===== src/rtl/nvpc_pkg.sv =====
// package for the nonvolatile-memory settings group controller
// assumes one 20 MHz clock and a plain strobe register port
package nvpc_pkg;

    // ------------------------------------------------------------
    // command and keys
    // ------------------------------------------------------------
    localparam logic [7:0] NVPC_CMD_SETTINGS = 8'hB7;
    localparam logic [7:0] NVPC_KEY_ENABLE   = 8'h5A;
    localparam logic [7:0] NVPC_KEY_DISABLE  = 8'h00;

    // ------------------------------------------------------------
    // register indices (parameter byte order)
    // ------------------------------------------------------------
    localparam logic [3:0] NVPC_IDX_UNLOCK   = 4'h0;
    localparam logic [3:0] NVPC_IDX_MASK     = 4'h1;
    localparam logic [3:0] NVPC_IDX_SUPPLY   = 4'h2;
    localparam logic [3:0] NVPC_IDX_INDEX_LO = 4'h3;
    localparam logic [3:0] NVPC_IDX_CONTROL  = 4'h4;
    localparam logic [3:0] NVPC_IDX_READBACK = 4'h5;
    localparam logic [3:0] NVPC_IDX_VCOM_FWD = 4'h6;
    localparam logic [3:0] NVPC_IDX_VCOM_BWD = 4'h7;
    localparam logic [3:0] NVPC_IDX_STATUS   = 4'h8;
    localparam logic [3:0] NVPC_IDX_PANEL    = 4'h9;

    // ------------------------------------------------------------
    // reset values
    // ------------------------------------------------------------
    localparam logic [7:0] NVPC_RST_UNLOCK   = 8'hFF;
    localparam logic [7:0] NVPC_RST_MASK     = 8'h00;
    localparam logic [7:0] NVPC_RST_SUPPLY   = 8'h30;
    localparam logic [7:0] NVPC_RST_INDEX_LO = 8'h00;
    localparam logic [7:0] NVPC_RST_CONTROL  = 8'h00;
    localparam logic [7:0] NVPC_RST_READBACK = 8'h00;
    localparam logic [7:0] NVPC_RST_VCOM     = 8'h4D;

    // ------------------------------------------------------------
    // field positions
    // ------------------------------------------------------------
    localparam int NVPC_SUP_BOOST_BIT = 7;
    localparam int NVPC_SUP_SEL_LSB   = 4;
    localparam int NVPC_SUP_IDX8_BIT  = 0;
    localparam int NVPC_CTL_INHIBIT   = 7;
    localparam int NVPC_CTL_SUPPLY_EN = 6;
    localparam int NVPC_CTL_BLOCK_SEL = 5;
    localparam int NVPC_CTL_WRITE     = 4;
    localparam int NVPC_CTL_TEST_LSB  = 2;
    localparam int NVPC_CTL_READ      = 1;
    localparam int NVPC_CTL_AUTO      = 0;
    localparam logic [2:0] NVPC_SUP_EXTERNAL = 3'h7;
    localparam logic [2:0] NVPC_COUNT_MAX    = 3'h4;

    // ------------------------------------------------------------
    // timing
    // ------------------------------------------------------------
    localparam int NVPC_CLK_MHZ       = 20;
    localparam int NVPC_PROG_PULSE_NS = 10000;
    localparam int NVPC_PROG_CYCLES   =
        (NVPC_PROG_PULSE_NS * NVPC_CLK_MHZ + 999) / 1000;

    typedef enum logic [1:0] {
        NVPC_IDLE,
        NVPC_READ,
        NVPC_PROG,
        NVPC_AUTO
    } nvpc_state_t;

endpackage : nvpc_pkg


===== src/rtl/nvpc_ctrl.sv =====
// nonvolatile-memory program/read controller for a display driver
// assumes a plain strobe register port and an array macro on the same clock
// whose read data is valid while its read strobe is high
//
// Functional notes
// command code B7h selects this six-byte settings group.
// unlock code 5Ah enables memory functions; 00h disables them.
// mask bit 1 leaves a bit unprogrammed; 0 programs it.
// one bit enables the programming supply ripple boost.
// supply select codes 0..6 internal levels; code 7 external supply.
// nine-bit index over two bytes picks target register or byte.
// load inhibit bit 1 stops loading stored values into settings.
// supply enable bit switches the programming supply on or off.
// block select set by device in auto mode, by host manually.
// write strobe bit 1 programs indexed target; 0 does nothing.
// read strobe bit 1 reads indexed target; 0 does nothing.
// auto-program bit 1 starts auto programming; 0 stops it.
// sixth byte returns read data once a read was requested.
// two-bit robustness test field is for wafer probe only.
// three-bit read-only count of common voltage programming, 0..4.
// forward code applies at scan direction 0, backward at 1.
// write, read, auto bits ignored unless unlock code enables.
// host settles supply before write or auto, disables after.
//
// register map, by index on i_addr
//   0 unlock code
//   1 programming mask
//   2 supply fields, index bit 8
//   3 index bits 7..0
//   4 operation control
//   5 read-back data, read only
//   6 forward common voltage code
//   7 backward common voltage code
//   8 status: busy, program count
//   9 panel scan direction
//
// Strobed register access and the register addresses were decided locally.
`timescale 1ns/100ps
`default_nettype none

module nvpc_ctrl
    import nvpc_pkg::*;
#(
    parameter int INDEX_W     = 9,
    parameter int PROG_CYCLES = NVPC_PROG_CYCLES,
    parameter logic [8:0] VCOM_INDEX = 9'h000
)(
    // clock and reset
    input  wire logic       i_clk,
    input  wire logic       i_srst,
    // register port
    input  wire logic [3:0] i_addr,
    input  wire logic [7:0] i_wdata,
    input  wire logic       i_wr,
    input  wire logic       i_rd,
    output logic      [7:0] o_rdata,
    // array macro
    output logic      [8:0] o_nvm_index,
    output logic      [7:0] o_nvm_wdata,
    output logic      [7:0] o_nvm_mask,
    output logic            o_nvm_prog,
    output logic            o_nvm_read,
    input  wire logic [7:0] i_nvm_rdata,
    // analog controls
    output logic            o_supply_on,
    output logic            o_supply_boost,
    output logic      [2:0] o_supply_sel,
    output logic            o_supply_external,
    output logic            o_load_inhibit,
    output logic            o_block_sel,
    output logic      [1:0] o_test_mode,
    output logic      [7:0] o_vcom_code,
    output logic            o_busy
);

    // ------------------------------------------------------------
    // elaboration checks
    // ------------------------------------------------------------
    if (INDEX_W != 9) begin : g_bad_width
        $error("nvpc_ctrl: index width must be 9");
    end
    // the program timer is sixteen bits wide
    if (PROG_CYCLES < 1 || PROG_CYCLES > 65535) begin : g_bad_cycles
        $error("nvpc_ctrl: program cycles out of range");
    end

    // decode of a register index on a given strobe
    function automatic logic hit(input logic stb, input logic [3:0] a,
                                 input logic [3:0] idx);
        hit = stb && (a == idx);
    endfunction : hit

    // parameter bytes and panel settings
    logic [7:0]   unlock_r;
    logic [7:0]   mask_r;
    logic [7:0]   supply_r;
    logic [7:0]   index_lo_r;
    logic [7:0]   control_r;
    logic [7:0]   readback_r;
    logic [7:0]   vcom_fwd_r;
    logic [7:0]   vcom_bwd_r;
    logic         panel_dir_r;

    // sequencer, counters and read-back flag
    logic [2:0]   count_r;
    logic [15:0]  timer_r;
    logic [8:0]   auto_idx_r;
    logic         read_seen_r;
    nvpc_state_t  state_r;

    // views of the parameter bytes
    logic         unlocked;
    logic [8:0]   index;

    // ------------------------------------------------------------
    // unlock and field views
    // ------------------------------------------------------------
    assign unlocked = (unlock_r == NVPC_KEY_ENABLE);
    assign index    = {supply_r[NVPC_SUP_IDX8_BIT], index_lo_r};

    // host-writable parameter bytes of the B7h group
    // supply bits 3:1 do not exist and read as zero
    always_ff @(posedge i_clk)
    begin
        if (i_srst)
        begin
            unlock_r   <= NVPC_RST_UNLOCK;
            mask_r     <= NVPC_RST_MASK;
            supply_r   <= NVPC_RST_SUPPLY;
            index_lo_r <= NVPC_RST_INDEX_LO;
        end
        else
        begin
            if (hit(i_wr, i_addr, NVPC_IDX_UNLOCK))   unlock_r   <= i_wdata;
            if (hit(i_wr, i_addr, NVPC_IDX_MASK))     mask_r     <= i_wdata;
            if (hit(i_wr, i_addr, NVPC_IDX_SUPPLY))   supply_r   <= i_wdata & 8'hF1;
            if (hit(i_wr, i_addr, NVPC_IDX_INDEX_LO)) index_lo_r <= i_wdata;
        end
    end

    // forward and backward common voltage codes
    // both are held; the scan direction picks one at the output
    always_ff @(posedge i_clk)
    begin
        if (i_srst)
        begin
            vcom_fwd_r  <= NVPC_RST_VCOM;
            vcom_bwd_r  <= NVPC_RST_VCOM;
        end
        else
        begin
            if (hit(i_wr, i_addr, NVPC_IDX_VCOM_FWD)) vcom_fwd_r  <= i_wdata;
            if (hit(i_wr, i_addr, NVPC_IDX_VCOM_BWD)) vcom_bwd_r  <= i_wdata;
        end
    end

    // panel scan direction, bit 0 of its byte
    always_ff @(posedge i_clk)
    begin
        if (i_srst)
            panel_dir_r <= 1'b0;
        else if (hit(i_wr, i_addr, NVPC_IDX_PANEL))
            panel_dir_r <= i_wdata[0];
    end

    // ------------------------------------------------------------
    // control byte: host writes, hardware clears finished strobes
    // ------------------------------------------------------------
    // a host write beats a same-cycle hardware clear, so a new
    // operation can be queued as soon as the last one ends
    always_ff @(posedge i_clk)
    begin
        if (i_srst)
        begin
            control_r <= NVPC_RST_CONTROL;
        end
        else if (hit(i_wr, i_addr, NVPC_IDX_CONTROL))
        begin
            control_r <= i_wdata;                              // host write wins
            // strobes are dropped while the key is wrong
            if (!unlocked)
            begin
                control_r[NVPC_CTL_WRITE] <= 1'b0;
                control_r[NVPC_CTL_READ]  <= 1'b0;
                control_r[NVPC_CTL_AUTO]  <= 1'b0;
            end
        end
        else
        begin
            if (state_r == NVPC_READ)
                control_r[NVPC_CTL_READ] <= 1'b0;
            if (state_r == NVPC_PROG && timer_r == 16'h0001)
                control_r[NVPC_CTL_WRITE] <= 1'b0;
            if (state_r == NVPC_AUTO && timer_r == 16'h0001 && auto_idx_r == index)
                control_r[NVPC_CTL_AUTO] <= 1'b0;
            if (state_r == NVPC_AUTO)
                control_r[NVPC_CTL_BLOCK_SEL] <= 1'b1;
        end
    end

    // ------------------------------------------------------------
    // operation sequencer
    // ------------------------------------------------------------
    // auto mode programs index 0 up to the set index, one full
    // pulse each; clearing the auto bit abandons the walk
    always_ff @(posedge i_clk)
    begin
        if (i_srst)
        begin
            state_r    <= NVPC_IDLE;
            timer_r    <= 16'h0000;
            auto_idx_r <= 9'h000;
        end
        else
        begin
            case (state_r)
                NVPC_IDLE:
                begin
                    // a read is served first when several bits are set
                    if (unlocked && control_r[NVPC_CTL_READ])
                        state_r <= NVPC_READ;
                    else if (unlocked && control_r[NVPC_CTL_WRITE])
                    begin
                        state_r <= NVPC_PROG;
                        timer_r <= 16'(PROG_CYCLES);
                    end
                    else if (unlocked && control_r[NVPC_CTL_AUTO])
                    begin
                        state_r    <= NVPC_AUTO;
                        timer_r    <= 16'(PROG_CYCLES);
                        auto_idx_r <= 9'h000;
                    end
                end
                NVPC_READ:
                    state_r <= NVPC_IDLE;
                NVPC_PROG:
                begin
                    timer_r <= timer_r - 16'h0001;
                    if (timer_r == 16'h0001)
                        state_r <= NVPC_IDLE;
                end
                NVPC_AUTO:
                begin
                    if (!control_r[NVPC_CTL_AUTO] || !unlocked)
                        state_r <= NVPC_IDLE;                  // stop
                    else if (timer_r == 16'h0001)
                    begin
                        if (auto_idx_r == index)
                            state_r <= NVPC_IDLE;
                        auto_idx_r <= auto_idx_r + 9'h001;
                        timer_r    <= 16'(PROG_CYCLES);
                    end
                    else
                        timer_r <= timer_r - 16'h0001;
                end
                default:
                    state_r <= NVPC_IDLE;
            endcase
        end
    end

    // read-back capture while the array read strobe is out; the
    // macro output is not valid data outside that cycle
    always_ff @(posedge i_clk)
    begin
        if (i_srst)
        begin
            readback_r  <= NVPC_RST_READBACK;
            read_seen_r <= 1'b0;
        end
        else if (o_nvm_read)
        begin
            readback_r  <= i_nvm_rdata;
            read_seen_r <= 1'b1;
        end
    end

    // count of finished common voltage programmings, saturates at 4
    // only a manual pulse at the common voltage index counts
    always_ff @(posedge i_clk)
    begin
        if (i_srst)
            count_r <= 3'h0;
        else if (state_r == NVPC_PROG && timer_r == 16'h0001 &&
                 index == VCOM_INDEX && count_r != NVPC_COUNT_MAX)
            count_r <= count_r + 3'h1;
    end

    // ------------------------------------------------------------
    // registered outputs
    // ------------------------------------------------------------
    // array macro index, data, mask and strobes
    always_ff @(posedge i_clk)
    begin
        if (i_srst)
        begin
            o_nvm_index       <= 9'h000;
            o_nvm_wdata       <= 8'h00;
            o_nvm_mask        <= 8'h00;
            o_nvm_prog        <= 1'b0;
            o_nvm_read        <= 1'b0;
        end
        else
        begin
            o_nvm_index       <= (state_r == NVPC_AUTO) ? auto_idx_r : index;
            o_nvm_wdata       <= (state_r == NVPC_AUTO) ? vcom_fwd_r : readback_r;
            o_nvm_mask        <= mask_r;
            o_nvm_prog        <= (state_r == NVPC_PROG) || (state_r == NVPC_AUTO);
            o_nvm_read        <= (state_r == NVPC_READ);
        end
    end

    // supply and analog levels follow their fields one cycle late
    always_ff @(posedge i_clk)
    begin
        if (i_srst)
        begin
            o_supply_on       <= 1'b0;
            o_supply_boost    <= 1'b0;
            o_supply_sel      <= NVPC_RST_SUPPLY[NVPC_SUP_SEL_LSB +: 3];
            o_supply_external <= 1'b0;
            o_load_inhibit    <= 1'b0;
            o_block_sel       <= 1'b0;
            o_test_mode       <= 2'h0;
        end
        else
        begin
            o_supply_on       <= control_r[NVPC_CTL_SUPPLY_EN];
            o_supply_boost    <= supply_r[NVPC_SUP_BOOST_BIT];
            o_supply_sel      <= supply_r[NVPC_SUP_SEL_LSB +: 3];
            o_supply_external <= (supply_r[NVPC_SUP_SEL_LSB +: 3] == NVPC_SUP_EXTERNAL);
            o_load_inhibit    <= control_r[NVPC_CTL_INHIBIT];
            o_block_sel       <= control_r[NVPC_CTL_BLOCK_SEL];
            o_test_mode       <= control_r[NVPC_CTL_TEST_LSB +: 2];
        end
    end

    // common voltage code and busy flag
    always_ff @(posedge i_clk)
    begin
        if (i_srst)
        begin
            o_vcom_code       <= NVPC_RST_VCOM;
            o_busy            <= 1'b0;
        end
        else
        begin
            o_vcom_code       <= panel_dir_r ? vcom_bwd_r : vcom_fwd_r;
            o_busy            <= (state_r != NVPC_IDLE);
        end
    end

    // read data, one cycle after the strobe
    // unmapped indices and idle cycles return zero
    always_ff @(posedge i_clk)
    begin
        if (i_srst)
            o_rdata <= 8'h00;
        else if (i_rd)
        begin
            case (i_addr)
                NVPC_IDX_UNLOCK:   o_rdata <= unlock_r;
                NVPC_IDX_MASK:     o_rdata <= mask_r;
                NVPC_IDX_SUPPLY:   o_rdata <= supply_r;
                NVPC_IDX_INDEX_LO: o_rdata <= index_lo_r;
                NVPC_IDX_CONTROL:  o_rdata <= control_r;
                NVPC_IDX_READBACK: o_rdata <= read_seen_r ? readback_r : 8'h00;
                NVPC_IDX_VCOM_FWD: o_rdata <= vcom_fwd_r;
                NVPC_IDX_VCOM_BWD: o_rdata <= vcom_bwd_r;
                NVPC_IDX_STATUS:   o_rdata <= {4'h0, (state_r != NVPC_IDLE), count_r};
                NVPC_IDX_PANEL:    o_rdata <= {7'h00, panel_dir_r};
                default:           o_rdata <= 8'h00;
            endcase
        end
        else
            o_rdata <= 8'h00;
    end

endmodule : nvpc_ctrl

`default_nettype wire


===== config.mk =====
export PLATFORM = sky130hd
export DESIGN_NAME = nvpc_ctrl
export DESIGN_NICKNAME = d
export VERILOG_FILES = /design/src/rtl/nvpc_pkg.sv /design/src/rtl/nvpc_ctrl.sv
export SDC_FILE = /design/constraint.sdc
export NUM_CORES = 1
export LEC_CHECK = 0
export BUFFER_PORTS_ARGS = -buffer_cell sky130_fd_sc_hd__buf_2
export CORE_MARGIN = 2
export CORE_UTILIZATION = 45
export CTS_BUF_LIST = sky130_fd_sc_hd__clkbuf_4 sky130_fd_sc_hd__clkbuf_8
export DETAILED_ROUTE_END_ITERATION = 8
export MAX_ROUTING_LAYER = met4
export SKIP_CTS_REPAIR_TIMING = 1
export SYNTH_ARGS = -nofsm -noshare
export SYNTH_HDL_FRONTEND = slang
export SYNTH_SLANG_ARGS = --single-unit
export TNS_END_PERCENT = 100

===== constraint.sdc =====
create_clock -name i_clk -period 4.8 [get_ports i_clk]
set_input_delay 0.96 -clock i_clk [delete_from_list [all_inputs] [get_ports i_clk]]
set_output_delay 0.96 -clock i_clk [all_outputs]
set_load 0.02 [all_outputs]

After elaboration in Yosys (flattened, before gate mapping)
Cells that the tools add are included.

storage, ports and cells
  flip-flop bits (word level) = 147

cells by class
  add/subtract/negate cells = 3
  equal/unequal tests = 27
  multiplexer cells = 33
  bitwise operators = 1
  reductions and logical operators = 34

operator list
  cell                                                                    count
  16-bit two-way mux                                                      5
  8-bit one-hot mux with 10 select lines                                  1
  9-bit two-way mux                                                       6
  16-bit one-hot mux with 3 select lines                                  1
  8-bit two-way mux                                                       3
  2-bit two-way mux                                                       10
  9-bit one-hot mux with 2 select lines                                   1
  16-bit by 1-bit equality test with 1-bit output, second input constant  1
  4-bit by 3-bit equality test with 1-bit output, second input constant   4
  1-bit logical AND                                                       16
  16-bit by 1-bit subtractor with 16-bit output, second input constant    1
  2-bit inequality test, second input constant                            6
  3-bit inequality test, second input constant                            4
  2-bit nonzero test                                                      6
  9-bit by 1-bit adder with 9-bit output, second input constant           1
  9-bit equality test                                                     1
  9-bit logical NOT                                                       1
  4-bit by 2-bit equality test with 1-bit output, second input constant   2
  4-bit equality test, second input constant                              2
  8-bit by 7-bit equality test with 1-bit output, second input constant   1
  2-bit one-hot mux with 4 select lines                                   1
  4-bit AND reduction                                                     2
  6-bit AND reduction                                                     1
  1-bit two-way mux                                                       5
  13 further kinds                                                        16

Depth between registers and ports, before layout
  depth in word-level cells = 6
  gate-level depth with buffers = 8
  depth with buffers taken out = 7

Worst setup path before layout
Ideal clock, no wire load.

  kind = in2reg
  start point = in i_addr[0]
  end point = reg index_lo_r[6]
  arrival = 2.422 ns
  data required time = 4.672 ns
  setup slack = 2.250 ns
  cell stages on the path = 6
  cell sequence = clkbuf_1 clkbuf_1 nand2_1 nor2_1 mux2i_1 nor2_1

between the ends
  longest elaborated chain between the ends = 2

RTL lines
  what                                            line              source
  start, declared                                 nvpc_ctrl.sv:52   input wire logic [3:0] i_addr,
  4-bit by 2-bit equality test with 1-bit output  nvpc_ctrl.sv:90   hit = stb && (a == idx);
  1-bit logical AND                               nvpc_ctrl.sv:90
  end signal, assigned                            nvpc_ctrl.sv:137  if (hit(i_wr, i_addr, NVPC_IDX_INDEX_LO)) index_lo_r <= i_wdata;
  end, declared                                   nvpc_ctrl.sv:97   logic [7:0] index_lo_r;

No other way between the ends.
A chain may end at the register's enable or synchronous reset.

Worst setup path after layout
  start point = in i_addr[2]
  end point = reg vcom_fwd_r[5]

between the ends
  longest elaborated chain between the ends = 2

RTL lines
  what                                            line              source
  4-bit by 3-bit equality test with 1-bit output  nvpc_ctrl.sv:90
  1-bit logical AND                               nvpc_ctrl.sv:90
  end signal, assigned                            nvpc_ctrl.sv:152  if (hit(i_wr, i_addr, NVPC_IDX_VCOM_FWD)) vcom_fwd_r <= i_wdata;
  end, declared                                   nvpc_ctrl.sv:100  logic [7:0] vcom_fwd_r;

No other way between the ends.

==> reports/summary.txt <==
Status = finished, final reports clean
Compound-Gate Fraction of Synth Area = 13.0%
Critical path peak fanout = 24
Leakage = 0.00283 uW
P_sw = 635 uW
Final worst path period share = 56.2%
Final Hold Fails = 0
Row Count = 43
Clk pwr share = 37.0%
Diodes inserted = 0
Post-Synth Adder-Cell Area = 0.985%
Initial core utilization = 45.9%
Slew margin rel. = 36.3%
Leading area contributor after synthesis = dfxtp_1
Internal power = 1800 uW
Power Dens Cells = 339 nW/um2
TritonRoute pass-1 iters = 6
Data arrival, critical path = 3.02 ns
Worst-margin pin slew = 0.948 ns
Simple-gate share of the synthesized area = 24.7%
Sw Ratio = 26.1%
CTS tree = yes
Grt total ovfl = 0
CTS clk-pin slew, worst paths = 0.07 ns
Synth unique cells = 62
Die Footprint = 15100 um2
Largest family of logic cells by synthesized area = simple AND/OR/NAND/NOR gates
Via count = 5558
Clock latency on the worst-skew pair = 0.45 ns
Max-cap violations = 0
Yosys reg bits = 147
Peak supply drop = 0.000142 V
Total track usage = 24.9%
Htree depth = 4
WS Path Type = in -> reg
RePlAce Congestion = 0.900
Crit end category = flop
Register share of total power = 52.2%
Fraction of registers with async set/reset = 0%
Finish-stage setup viols = 0
Fmax = 371 MHz
Clock Path Buffers = 2
Post-route insts no fill = 971
Fin Clk Skew = 0.0117 ns
Die height = 123 um
Post-synth top flop = dfxtp_1
Syn Area/Cell = 8.78 um2
Pwr Total = 2430 uW
Post-Syn Area = 6350 um2
Xor/xnor share of the synthesized area = 1.52%
Critical path launch point type = primary input
Post-synth net total = 752
Routed WL = 17700 um
Antenna viol nets, final = 0
RSZ-0062 raised after global routing = false
Core area = 13800 um2
Io pins = 78
Top cell type's share of synthesized area = 46.3%
Slew Limit Fails = 0
Multi-input gate area = 3180 um2
Area growth syn-to-layout = 12.8%
Post-Syn Instances = 723
Mux contribution to synthesized area = 9.91%
Layout cells sized above 1 = 16.9%
Setup TNS = 0 ns
Top post-synthesis cells by area = dfxtp_1 46%, mux2i_1 8.7%, nand2_1 6.4%
Die W = 123 um
Vias in the first global route = 5077
Sink Count = 147
Initial antenna violation count = 0
Clock root buffer master = clkbuf_8
Hold Path Class = reg -> reg
FF/Latch Area = 2940 um2
Largest net degree at the start of global routing = 57
Residual DRC = 0
Nets = 808
Comb power frac = 10.8%
1st-iter DRT viols = 528
Sequential fraction of the synthesis area = 46.3%
Inserted Clock Buffers = 17
First-pass GRT wire length = 27800 um
Layout fillers = 1330
Buffers on Ports = 77
Final HPWL DP = 12400 um
Critical Path RT = 5.12 ns
Vias per inst = 5.72
Synth warnings = 0
Avg WL per Cell = 18.2 um
Final min period = 2.70 ns
Number of synthesized flops with an enable pin = 0
Worst hold margin = 0.478 ns
Placed Cells = 940
-- per-stage QoR --
stage | worst slack (ns) | area (um2) | util (%)
final | 2.10 | 7160 | 51.8
after CTS | 2.16 | 7160 | 51.8
after floorplan | 2.25 | 6350 | -
after detailed placement | 1.68 | 6800 | 49.2
after global routing | 1.94 | 7160 | 51.8
after global placement | 1.84 | 6800 | 49.2
-- state kept, by name, indices dropped and copies added (netlist names), 3 cells and up --
name / count
o_nvm_wdata: 8
o_supply_sel: 3
o_vcom_code: 8
auto_idx_r: 9
o_nvm_mask: 8
mask_r: 8
o_nvm_index: 9
index_lo_r: 8
control_r: 8
o_rdata: 8
count_r: 3
unlock_r: 8
timer_r: 16
supply_r: 5
readback_r: 8
vcom_bwd_r: 8
vcom_fwd_r: 8
-- worst max-delay path, stage by stage --
cell	delay, ns
buf_2	0.41
nor2b_1	0.43
nand2_1	0.16
nor2_1	0.70
mux2i_1	0.29
nor2_1	0.06
-- power groups by stage --
stage          clock network (uW)  registers (uW)  logic (uW)
6_report                      901            1270         262
5_1_grt                       971            1270         286
4_1_cts                       918            1270         259
3_5_place_dp                    0            1300         259
3_3_place_gp                    0            1300         252
2_1_floorplan                   0            1290         196
-- Yosys cell counts (4+ instances only) --
library cell and count:
ha_1 5, nand4b_1 4, nor2b_1 21, or3_1 6, buf_2 5, nor2_1 67, nor3_1 16, dfxtp_1 147
buf_1 7, clkbuf_1 29, o21ai_0 10, a21oi_1 60, nand2b_1 9, mux2i_1 55, a221oi_1 4, nand4_1 5
o41ai_1 5, o211ai_1 4, mux2_2 5, xnor2_1 4, or4_1 10, nand3_1 38, xor2_1 7, a22o_1 4
o22ai_1 7, and3_1 4, nand2_1 108, nor4_1 9, o31ai_1 7, inv_1 11
-- layer usage --
metal / wire length (um) / share of wire (%) / GRT usage (%) / up-vias
met1: 7980 / 45 / 32.5 / 2689
met3: 790 / 4.5 / 3.72 / 35
met2: 8480 / 48 / 39.4 / 162
met5: 0 / 0 / - / -
met4: 418 / 2.4 / 8.84 / 0
li1: - / - / - / 2672
-- area by class of cell --
class,count,share of cell area [%]
repair buffers,80,5.73
clock buffers,25,4.28
multi-input cells,522,44.4
flip-flops and latches,147,41.1
well taps,180,3.14
clock inverters,6,0.768
inverters,11,0.576
-- cells in the final DEF, fill, tap and decap left out, drive strengths merged, types with 6 or more instances in the layout --
master and n:
clkbuf 25, nor3 17, xor2 7, mux2i 55, nand3 38, nor2 68, dfxtp 147, inv 11
or3 8, nand2 108, nor2b 21, nand2b 9, o21ai 10, o22ai 7, or4 10, buf 80
o31ai 7, nor4 12, a21oi 62, o41ai 6
-- cells by family (layout without fill, tap and decap cells) --
kind of cell / count (synthesis) / count (layout)
xor gates and xnor gates: 11 / 11
AOI/OAI and AO/OA: 129 / 129
muxes: 61 / 61
and+or+nand+nor: 316 / 316
adders and majority gates: 5 / 5
buffers and inverters: 54 / 122
DFF: 147 / 147
-- worst paths after layout --
check                              startpoint             to  slack (ns)  cells past startpoint
worst max-delay path                i_addr[2]  vcom_fwd_r[5]        2.10                      6
worst min-delay path            vcom_bwd_r[7]  vcom_bwd_r[7]        0.48                      2
worst max register to register    unlock_r[7]     timer_r[4]        2.21                      5
worst min register to register  vcom_bwd_r[7]  vcom_bwd_r[7]        0.48                      2
Power figures use the tool's default switching activity.
